`src/sram_host_map.svh`:
```
`ifndef SRAM_HOST_MAP_SVH
`define SRAM_HOST_MAP_SVH

// ****************************************************
// build-time grade and clock
// ****************************************************
`define SRAM_GRADE_NS  55
`define CLK_PERIOD_NS  20
`define ADDR_W         17
`define DATA_W         9
`define WORDS          131072
`define SYNC_STAGES    2
`define WAIT_W         18

`define GRADE_PICK(a, b, c) ((`SRAM_GRADE_NS == 55) ? (a) : (`SRAM_GRADE_NS == 70) ? (b) : (c))
`define MAX2(a, b) (((a) > (b)) ? (a) : (b))
`define CYC_MIN(ns) `MAX2(1, (((ns) + `CLK_PERIOD_NS - 1) / `CLK_PERIOD_NS))

// ****************************************************
// device timing in ns, per grade; recovery time in ms
// ****************************************************
`define T_RC_NS    `GRADE_PICK(55, 70, 100)
`define T_AA_NS    `GRADE_PICK(55, 70, 100)
`define T_CO_NS    `GRADE_PICK(55, 70, 100)
`define T_OE_NS    `GRADE_PICK(30, 40, 50)
`define T_HZ_NS    `GRADE_PICK(25, 25, 35)
`define T_OHZ_NS   `GRADE_PICK(25, 25, 35)
`define T_WC_NS    `GRADE_PICK(55, 70, 100)
`define T_AW_NS    `GRADE_PICK(50, 60, 70)
`define T_WP_NS    `GRADE_PICK(40, 50, 60)
`define T_DW_NS    `GRADE_PICK(25, 30, 40)
`define T_DH_NS    0
`define T_CDRS_NS  0
`define T_R_MS     5

// ****************************************************
// derived cycle counts
// ****************************************************
`define ACC_CYC    `CYC_MIN(`MAX2(`MAX2(`T_AA_NS, `T_CO_NS), `MAX2(`T_OE_NS, `T_RC_NS)))
`define WP_CYC     `CYC_MIN(`MAX2(`MAX2(`T_WP_NS, `T_AW_NS), `MAX2(`T_DW_NS, `T_WC_NS)))
`define TURN_CYC   `CYC_MIN(`MAX2(`T_HZ_NS, `T_OHZ_NS))
`define REC_CYC    ((`T_R_MS * 1000000) / `CLK_PERIOD_NS)

`endif

```
`src/sram_host_pkg.sv`:
```
`include "sram_host_map.svh"

package sram_host_pkg;

   typedef struct packed {
      logic               write;
      logic [`ADDR_W-1:0] word_address;
      logic [`DATA_W-1:0] wdata;
   } req_s;

   typedef struct packed {
      logic [`ADDR_W-1:0] word_address;
      logic               chip_select_active_low;
      logic               chip_select_active_high;
      logic               output_enable_n;
      logic               write_enable_n;
      logic [`DATA_W-1:0] data_pins_out;
      logic               data_pins_oe;
   } pins_s;

   typedef enum logic [2:0] {
      ST_IDLE    = 3'b000,
      ST_WSETUP  = 3'b001,
      ST_WPULSE  = 3'b010,
      ST_WEND    = 3'b011,
      ST_RACCESS = 3'b100,
      ST_TURN    = 3'b101,
      ST_RETAIN  = 3'b110,
      ST_RECOVER = 3'b111
   } state_e;

endpackage

```
`src/pin_sync.sv`:
```
`timescale 1ns/1ps

module pin_sync #(
   parameter int WIDTH = 1
) (
   input  wire logic             core_clk,
   input  wire logic             reset,
   input  wire logic [WIDTH-1:0] d,
   output logic      [WIDTH-1:0] q
);

   logic [WIDTH-1:0] meta_q;

   // first stage feeds only the second stage
   always_ff @(posedge core_clk) begin
      if (reset) begin
         meta_q <= '0;
         q      <= '0;
      end else begin
         meta_q <= d;
         q      <= meta_q;
      end
   end

endmodule

```
`src/sram_host.sv`:
```
`timescale 1ns/1ps
`include "sram_host_map.svh"

// Contract
// - address 50 ns, strobe 40 ns before write end
// - data 25 ns before end, hold 0 ns
// - host never fights device output drive
// - deselect for retention, wait 5 ms after
module sram_host #(
   parameter int RECOVERY_CYCLES = `REC_CYC
) (
   input  wire logic                  core_clk,
   input  wire logic                  reset,
   input  wire logic                  req_valid,
   input  wire sram_host_pkg::req_s   req,
   output logic                       req_ready,
   output logic [`DATA_W-1:0]         rdata,
   output logic                       rdata_valid,
   output logic                       write_done,
   input  wire logic                  retention_req,
   output sram_host_pkg::pins_s       sram_pins,
   input  wire logic [`DATA_W-1:0]    data_pins_in
);
   import sram_host_pkg::*;

   // ****************************************************
   // next state
   // ****************************************************
   state_e              state_q;
   state_e              state_d;
   logic [`WAIT_W-1:0]  wait_q;
   logic [`WAIT_W-1:0]  wait_d;
   req_s                req_q;
   req_s                cur;
   logic                accept;
   logic [`DATA_W-1:0]  dq_sync;

   assign accept = req_valid && req_ready;
   assign cur    = accept ? req : req_q;

   always_comb begin
      state_d = state_q;
      wait_d  = wait_q;
      case (state_q)
         ST_IDLE: begin
            if (accept && req.write) begin
               state_d = ST_WSETUP;
            end else if (accept) begin
               state_d = ST_RACCESS;
               wait_d  = `WAIT_W'(`ACC_CYC + `SYNC_STAGES - 1);
            end else if (retention_req) begin
               state_d = ST_RETAIN;
            end
         end
         ST_WSETUP: begin
            state_d = ST_WPULSE;
            wait_d  = `WAIT_W'(`WP_CYC - 1);
         end
         ST_WPULSE: begin
            if (wait_q == '0) begin
               state_d = ST_WEND;
            end else begin
               wait_d = wait_q - `WAIT_W'(1);
            end
         end
         ST_WEND: begin
            state_d = ST_IDLE;
         end
         ST_RACCESS: begin
            if (wait_q == '0) begin
               state_d = ST_TURN;
               wait_d  = `WAIT_W'(`TURN_CYC - 1);
            end else begin
               wait_d = wait_q - `WAIT_W'(1);
            end
         end
         ST_TURN: begin
            if (wait_q == '0) begin
               state_d = ST_IDLE;
            end else begin
               wait_d = wait_q - `WAIT_W'(1);
            end
         end
         ST_RETAIN: begin
            if (!retention_req) begin
               state_d = ST_RECOVER;
               wait_d  = `WAIT_W'(RECOVERY_CYCLES - 1);
            end
         end
         ST_RECOVER: begin
            if (wait_q == '0) begin
               state_d = ST_IDLE;
            end else begin
               wait_d = wait_q - `WAIT_W'(1);
            end
         end
         default: begin
            state_d = ST_IDLE;
            wait_d  = '0;
         end
      endcase
   end

   always_ff @(posedge core_clk) begin
      if (reset) begin
         state_q <= ST_IDLE;
         wait_q  <= '0;
      end else begin
         state_q <= state_d;
         wait_q  <= wait_d;
      end
   end

   always_ff @(posedge core_clk) begin
      if (reset) begin
         req_q <= '0;
      end else if (accept) begin
         req_q <= req;
      end
   end

   // ****************************************************
   // pin drive, registered from the next state
   // ****************************************************
   always_ff @(posedge core_clk) begin
      if (reset) begin
         sram_pins <= '{default: '0, chip_select_active_low: 1'b1,
                        output_enable_n: 1'b1, write_enable_n: 1'b1};
      end else begin
         sram_pins.word_address            <= cur.word_address;
         sram_pins.data_pins_out           <= cur.wdata;
         sram_pins.chip_select_active_low  <= 1'b1;
         sram_pins.chip_select_active_high <= 1'b0;
         sram_pins.output_enable_n         <= 1'b1;
         sram_pins.write_enable_n          <= 1'b1;
         sram_pins.data_pins_oe            <= 1'b0;
         case (state_d)
            ST_WSETUP, ST_WPULSE, ST_WEND: begin
               // oe stays high so the device never drives during a write
               sram_pins.chip_select_active_low  <= 1'b0;
               sram_pins.chip_select_active_high <= 1'b1;
               sram_pins.data_pins_oe            <= 1'b1;
               sram_pins.write_enable_n          <= (state_d != ST_WPULSE);
            end
            ST_RACCESS: begin
               sram_pins.chip_select_active_low  <= 1'b0;
               sram_pins.chip_select_active_high <= 1'b1;
               sram_pins.output_enable_n         <= 1'b0;
            end
            default: begin
               // idle, turnaround and retention keep both selects off
            end
         endcase
      end
   end

   // ****************************************************
   // read capture and user side
   // ****************************************************
   pin_sync #(
      .WIDTH (`DATA_W)
   ) u_dq_sync (
      .core_clk (core_clk),
      .reset    (reset),
      .d        (data_pins_in),
      .q        (dq_sync)
   );

   always_ff @(posedge core_clk) begin
      if (reset) begin
         rdata       <= '0;
         rdata_valid <= 1'b0;
         write_done  <= 1'b0;
         req_ready   <= 1'b0;
      end else begin
         rdata_valid <= (state_q == ST_RACCESS) && (wait_q == '0);
         write_done  <= (state_q == ST_WEND);
         req_ready   <= (state_d == ST_IDLE) && !retention_req;
         if ((state_q == ST_RACCESS) && (wait_q == '0)) begin
            // sync delay is covered by holding oe for extra cycles
            rdata <= dq_sync;
         end
      end
   end

   // ****************************************************
   // checks
   // ****************************************************
   logic [7:0]         we_low_cnt;
   logic [7:0]         oe_high_cnt;
   logic [7:0]         oe_low_cnt;
   logic [`WAIT_W-1:0] rec_cnt;

   always_ff @(posedge core_clk) begin
      if (reset) begin
         we_low_cnt  <= '0;
         oe_high_cnt <= 8'hff;
         oe_low_cnt  <= '0;
         rec_cnt     <= '0;
      end else begin
         we_low_cnt  <= sram_pins.write_enable_n ? 8'h00 :
                        we_low_cnt + {7'h00, (we_low_cnt != 8'hff)};
         oe_high_cnt <= !sram_pins.output_enable_n ? 8'h00 :
                        oe_high_cnt + {7'h00, (oe_high_cnt != 8'hff)};
         oe_low_cnt  <= sram_pins.output_enable_n ? 8'h00 :
                        oe_low_cnt + {7'h00, (oe_low_cnt != 8'hff)};
         rec_cnt     <= (state_q == ST_RETAIN) ? '0 : rec_cnt + `WAIT_W'(rec_cnt != '1);
      end
   end

   a_we_pulse_width: assert property (@(posedge core_clk) disable iff (reset)
      $rose(sram_pins.write_enable_n) |-> we_low_cnt >= 8'(`WP_CYC))
      else $error("write strobe shorter than required");

   a_addr_stable_wr: assert property (@(posedge core_clk) disable iff (reset)
      !sram_pins.write_enable_n |-> $stable(sram_pins.word_address)
         && !sram_pins.chip_select_active_low && sram_pins.chip_select_active_high)
      else $error("address or select moved during write strobe");

   a_data_setup_hold: assert property (@(posedge core_clk) disable iff (reset)
      $rose(sram_pins.write_enable_n) |-> sram_pins.data_pins_oe
         && $stable(sram_pins.data_pins_out) ##1 !sram_pins.data_pins_oe)
      else $error("write data not held around write end");

   a_no_contention: assert property (@(posedge core_clk) disable iff (reset)
      sram_pins.data_pins_oe |-> sram_pins.output_enable_n
         && oe_high_cnt >= 8'(`TURN_CYC))
      else $error("host drives data while device may drive");

   a_read_window: assert property (@(posedge core_clk) disable iff (reset)
      $rose(rdata_valid) |-> $past(oe_low_cnt) >= 8'(`ACC_CYC + `SYNC_STAGES - 1))
      else $error("read captured before access time plus sync");

   a_read_pulse: assert property (@(posedge core_clk) disable iff (reset)
      $fell(sram_pins.output_enable_n) |-> ##[1:8] rdata_valid)
      else $error("read data not returned in time");

   a_retain_desel: assert property (@(posedge core_clk) disable iff (reset)
      (state_q == ST_RETAIN) |=> sram_pins.chip_select_active_low
         && !sram_pins.chip_select_active_high && !req_ready)
      else $error("chip selected during retention");

   a_recover_wait: assert property (@(posedge core_clk) disable iff (reset)
      ($past(state_q) == ST_RECOVER) && (state_q == ST_IDLE)
         |-> rec_cnt >= `WAIT_W'(RECOVERY_CYCLES))
      else $error("access allowed before recovery time");

   a_turn_float: assert property (@(posedge core_clk) disable iff (reset)
      $rose(sram_pins.output_enable_n) |-> !sram_pins.data_pins_oe [*2])
      else $error("host drive before device float time");

endmodule

```
`config.mk`:
```
export PLATFORM = sky130hd
export DESIGN_NAME = sram_host
export DESIGN_NICKNAME = d
export VERILOG_FILES = /design/src/sram_host_pkg.sv /design/src/pin_sync.sv /design/src/sram_host.sv
export VERILOG_INCLUDE_DIRS = /design/src
export SDC_FILE = /design/constraint.sdc
export NUM_CORES = 1
export LEC_CHECK = 0
export BUFFER_PORTS_ARGS = -buffer_cell sky130_fd_sc_hd__buf_2
export CAP_MARGIN = 20
export CELL_PAD_IN_SITES_DETAIL_PLACEMENT = 0
export CELL_PAD_IN_SITES_GLOBAL_PLACEMENT = 1
export CORE_MARGIN = 3
export CORE_UTILIZATION = 35
export CTS_BUF_LIST = sky130_fd_sc_hd__clkbuf_4 sky130_fd_sc_hd__clkbuf_8
export DETAILED_ROUTE_END_ITERATION = 16
export GPL_TIMING_DRIVEN = 0
export MAX_ROUTING_LAYER = met4
export PLACE_DENSITY_LB_ADDON = 0.1
export SYNTH_ARGS = -nofsm -noshare
export SYNTH_HDL_FRONTEND = slang
export SYNTH_HIERARCHICAL = 1
export SYNTH_SLANG_ARGS = --single-unit
```
`constraint.sdc`:
```
create_clock -name core_clk -period 6.6 [get_ports core_clk]
set_input_delay 1.32 -clock core_clk [delete_from_list [all_inputs] [get_ports core_clk]]
set_output_delay 1.32 -clock core_clk [all_outputs]
set_load 0.1 [all_outputs]
```
After elaboration in Yosys (flattened, before gate mapping)

Index checks and enable logic that the tools add are counted.

Bitwise gates (word level): 1
$add $sub $neg: 1
Equality and inequality tests: 16
Multiplexer cells: 18
Reductions and logical operators: 15

Operators by type and width:

| cell                                                                  | count |
|---|---|
| 18-bit two-way mux                                                    | 5 |
| 18-bit one-hot mux with 5 select lines                                | 1 |
| 26-bit two-way mux                                                    | 1 |
| 3-bit two-way mux                                                     | 7 |
| 3-bit one-hot mux with 7 select lines                                 | 1 |
| 18-bit logical NOT                                                    | 1 |
| 18-bit by 1-bit subtractor with 18-bit output (second input constant) | 1 |
| 3-bit == test (second input constant)                                 | 5 |
| 3-bit by 2-bit == test with 1-bit output (second input constant)      | 4 |
| 2-bit != test (second input constant)                                 | 4 |
| 3-bit by 1-bit == test with 1-bit output (second input constant)      | 2 |
| 3-bit logical NOT                                                     | 2 |
| 3-bit OR reduction                                                    | 2 |
| 5-bit AND reduction                                                   | 1 |
| 5-bit nonzero test                                                    | 1 |
| 1-bit logical AND                                                     | 4 |
| 2-bit OR reduction                                                    | 2 |
| 4-bit OR reduction                                                    | 1 |
| 3-bit by 2-bit != test with 1-bit output (second input constant)      | 1 |
| 1-bit two-way mux                                                     | 2 |
| 2-bit two-way mux                                                     | 1 |
| 1-bit logical NOT                                                     | 1 |
| 1-bit inverter                                                        | 1 |

Register bits: 82
Input port bits: 40

Depth between registers and ports, before layout

Depth after elaboration: 8
Depth in mapped cells: 9
Depth with buffers taken out: 8

Hierarchy

The synthesis kept the hierarchy.

Modules (own cells, without submodules):

| module    | sequential area each (um^2) | area an instance (um^2) | cells an instance | instances |
|---|---|---|---|---|
| sram_host | 1281.2                      | 2847.7                  | 353               | 1 |
| pin_sync  | 360.3                       | 489.2                   | 37                | 1 |

Least setup slack after synthesis

Ideal clock, no wire load.

Path kind: input -> register
From: input port req[26] (netlist bit)
To: register wait_q[10]
Stages on the path: 6
Setup slack: 3.868 ns
Path buffers: 0
Library setup time: 0.120 ns
Arrival: 2.611 ns
Path through: nand3b_1 > a211o_1 > a311oi_2 > nand4b_1 > xor2_1 > nor2_1

Longest elaborated chain between the ends: 3

Ends and longest elaborated chain:

| item                                 | RTL line         | RTL |
|---|---|---|
| from (decl)                          | sram_host.sv:15  | `input wire sram_host_pkg::req_s req,` |
| 1-bit logical AND                    | sram_host.sv:46  | `if (accept && req.write) begin` |
| 2-bit != test (no source line)       | n/a              |  |
| 5-bit AND reduction (no source line) | n/a              |  |
| to (signal assigned)                 | sram_host.sv:110 | `wait_q <= wait_d;` |
| to (decl)                            | sram_host.sv:31  | `` logic [`WAIT_W-1:0] wait_q; `` |

Every way passes these cells.
A chain may end at the register's enable or synchronous reset.

Worst setup path in the final report

From: input port retention_req
To: register wait_q[5]

Longest elaborated chain between the ends: 2

Ends and longest elaborated chain:

| item                                 | RTL line        | RTL |
|---|---|---|
| from (decl)                          | sram_host.sv:20 | `input wire logic retention_req,` |
| 2-bit != test (no source line)       | n/a             |  |
| 5-bit AND reduction (no source line) | n/a             |  |

Every way passes these cells.

==> key figures <==
Outcome
  – Outcome: completed

Logic synthesis
  – Ys Warns: 6
  – Xor and xnor fraction of the mapped netlist area: 2.89%
  – Post-synth ARST share: 0%
  – Seq/Total Area, Yosys: 49.2%
  – Number of synthesized flops with an enable pin: 0
  – Cell taking the most area after synthesis: dfxtp_1
  – Syn Inst Count: 390
  – Post-synthesis mux area share: 1.35%
  – Flops & latches, synth: 82
  – Synth top cells by count: 85 x nand2_1, 82 x dfxtp_1, 44 x a21oi_1, 28 x nor2_1, 17 x o21ai_0
  – Top FF cell, synth: dfxtp_1
  – Top-count cell post-synth: nand2_1
  – Post-synth top area share: 49.2%
  – Post-Syn Nets: 431
  – Avg Cell Area, Syn: 8.56 um2
  – Yosys cell types: 58
  – Synth Area in Compound Gates: 15.8%
  – Adder-cell share of the synthesized area: 0.712%
  – Simple-Gate Fraction of Synth Area: 27.1%
  – Netlist area before placement: 3340 um2
  – Synth area leaders: dfxtp_1 49%, nand2_1 9.6%, a21oi_1 6.6%
  – Largest family of logic cells by synthesized area: simple AND/OR/NAND/NOR gates

Clock tree
  – # clock sinks: 82
  – Insertion delay to the later sink of the worst-skew pair: 0.36 ns
  – CTS buffer count: 9
  – Clock transition at path regs: 0.09 ns
  – H-tree depth: 3
  – Post-CTS Hold Buffers: 0
  – Max Buffers Root-to-Sink: 2
  – Post_cts resized: 0
  – Post-CTS Setup Bufs: 0
  – Root buf cell: clkbuf_8
  – CTS tree: built

Power
  – Switch Pwr: 0.00105 W
  – Internal: 0.00111 W
  – Comb pwr share: 53.8%
  – Leak pwr: 1.68 nW
  – Sequential Power Share: 30.4%
  – Max VDD drop: 0.000179 V
  – Net Sw Frac: 48.5%
  – Power per cell area: 527 nW/um2
  – Clock share of power: 15.8%

Detailed routing
  – DRC: 0
  – Total number of vias: 2952
  – Post-DRT Antenna Nets: 0
  – Initial detailed-routing violation count: 174
  – Vias/cell: 4.78
  – Pre-antenna DRT Iters: 4
  – Final WL: 8080 um
  – Routed length per placed instance: 13.1 um

Floorplan
  – Die Y: 104 um
  – Initial core utilization: 36.1%
  – FP Rows: 35
  – Io pins: 83
  – Die Wd: 104 um
  – Core area: 9240 um2
  – DIE AREA: 10700 um2

Min path
  – Hold path depth: 1
  – Hold Path Class: register to register

Worst setup path
  – CP max FO: 8
  – CP required: 6.84 ns
  – Worst setup SP type: input port
  – Crit-path max cell delay: 0.59 ns
  – Critical path data arrival time: 3.00 ns
  – Crit end category: register
  – R2r worst-path depth: 9
  – Setup CP Type: input port to register
  – Worst-path cell chain: buf_2, and4b_1, a211o_1, a311oi_2, nand4_1, xor2_1, nor2_1
  – CP max stage cell: a311oi_2

STA
  – Fin crit share: 41.8%
  – Worst-margin pin slew: 0.878 ns
  – Final Hold Viols: 0
  – RSZ-0062 raised after global routing: no
  – Clock Skew: 0.00797 ns
  – # setup viols final: 0
  – Max_slew headroom: 40.9%
  – Slew Limit Fails: 0
  – Final TNS setup: 0 ns
  – Period minus WS final: 2.76 ns
  – Max Fclk: 363 MHz

Global route
  – First-pass GRT wire length: 13300 um
  – Largest net degree at the start of global routing: 17
  – Vias in the first global route: 2748
  – Initial antenna violation count: 0
  – Total GRT Usage: 15.6%
  – GRT overflow: 0

Layout
  – Fin nets: 524
  – Fill count: 971
  – ANT cells: 0
  – Final Non-Filler Cells: 617
  – FF/Latch Area: 1640 um2
  – Layout cell share with drive strength beyond 1: 23.6%
  – Area Growth Syn to Fin: 22.6%
  – Area of the multi-input gates: 1600 um2

Placement
  – Placed insts: 601
  – Hpwl dp: 5870 um
  – PortBufs: 82
  – Final Wtd Congestion: 0.835

Flow run
  – Max Cap Viol: 0
==> routing by layer <==
layer,global-route usage (%),wire length [um],vias up
met3,4.11,441,7
met2,24.1,3660,84
li1,-,-,1534
met1,20.2,3920,1327
met4,4.84,57,0
met5,-,0,-
==> logic make-up (layout without fill, tap and decap cells) <==
kind of cell               after synthesis  after routing
and+or+nand+nor                        182            182
AOI/OAI and AO/OA                       87             87
DFF                                     82             82
buffers and inverters                   22            120
xor gates and xnor gates                11             11
muxes                                    4              4
adders and majority gates                2              2
==> cells in the final DEF (no fill, tap or decap), drive strengths merged, types with 3 or more instances in the layout <==
master	Yosys	layout
a31oi	5	5
nand2b	3	3
or3	3	3
nand2	86	86
nor2	28	28
buf	5	87
o31ai	3	3
nor4	5	5
inv	3	7
clkbuf	13	22
clkinv	1	3
nor3b	3	3
a21oi	44	44
a211oi	4	4
mux2i	3	3
nor3	5	5
dfxtp	82	82
nand4	4	4
xor2	8	8
xnor2	3	3
o21ai	17	17
nand3	11	11
nor2b	12	12
and2b	7	7
==> path summary, 6_finish.rpt <==
kind / start / endpoint / slack (ns)
max reg2reg: wait_q[0] / rdata[2] / 3.88
max: retention_req / wait_q[5] / 3.84
min: u_dq_sync/meta_q[8] / u_dq_sync/q[8] / 0.44
min reg2reg: u_dq_sync/meta_q[8] / u_dq_sync/q[8] / 0.44
==> critical path, delay by kind of cell <==
family / cells / cell delay [ns]
AND/OR/NAND/NOR: 3 / 0.45
buffers and inverters: 1 / 0.13
AO/OA/AOI/OAI: 2 / 0.94
XOR/XNOR: 1 / 0.16
==> sequential cells by signal, indices dropped and copies added (netlist names) <==
name	count
rdata	9
rdata_valid	1
req_ready	1
sram_pins	31
state_q	3
u_dq_sync/meta_q	9
u_dq_sync/q	9
wait_q	18
write_done	1
==> stage by stage <==
| stage | utilization (%) | power (W) | hold WS [ns] | setup WS (ns) | area [um2] |
|---|---|---|---|---|---|
| after global placement | 42.3 | 0.00182 | 0.413 | 3.47 | 3910 |
| final | 44.3 | 0.00216 | 0.436 | 3.84 | 4090 |
| after detailed placement | 42.3 | 0.00182 | 0.418 | 3.47 | 3910 |
| after floorplan | - | 0.00157 | 0.411 | 3.87 | 3340 |
| after global routing | 44.3 | 0.00232 | 0.461 | 3.63 | 4090 |
| after CTS | 44.3 | 0.00217 | 0.439 | 3.85 | 4090 |
==> power groups by stage <==
stage | logic, W | registers [W] | clock network (W)
after global placement | 0.00116 | 0.000666 | 0
final | 0.00116 | 0.000656 | 0.000342
after floorplan | 0.000735 | 0.000840 | 0
after detailed placement | 0.00115 | 0.000667 | 0
after CTS | 0.00116 | 0.000656 | 0.000357
after global routing | 0.00127 | 0.000668 | 0.000378
==> final cells by class <==
type,instances,area share [%]
Multi-Input combinational cell,286,39.1
Clock buffer,9,3.03
Clock inverter,7,1.44
Timing Repair Buffer,82,10.0
Tap cell,129,3.94
Buffer,18,2.02
Sequential cell,82,40.1
Inverter,4,0.367
Note: power is estimated with default switching activity, not from simulation.
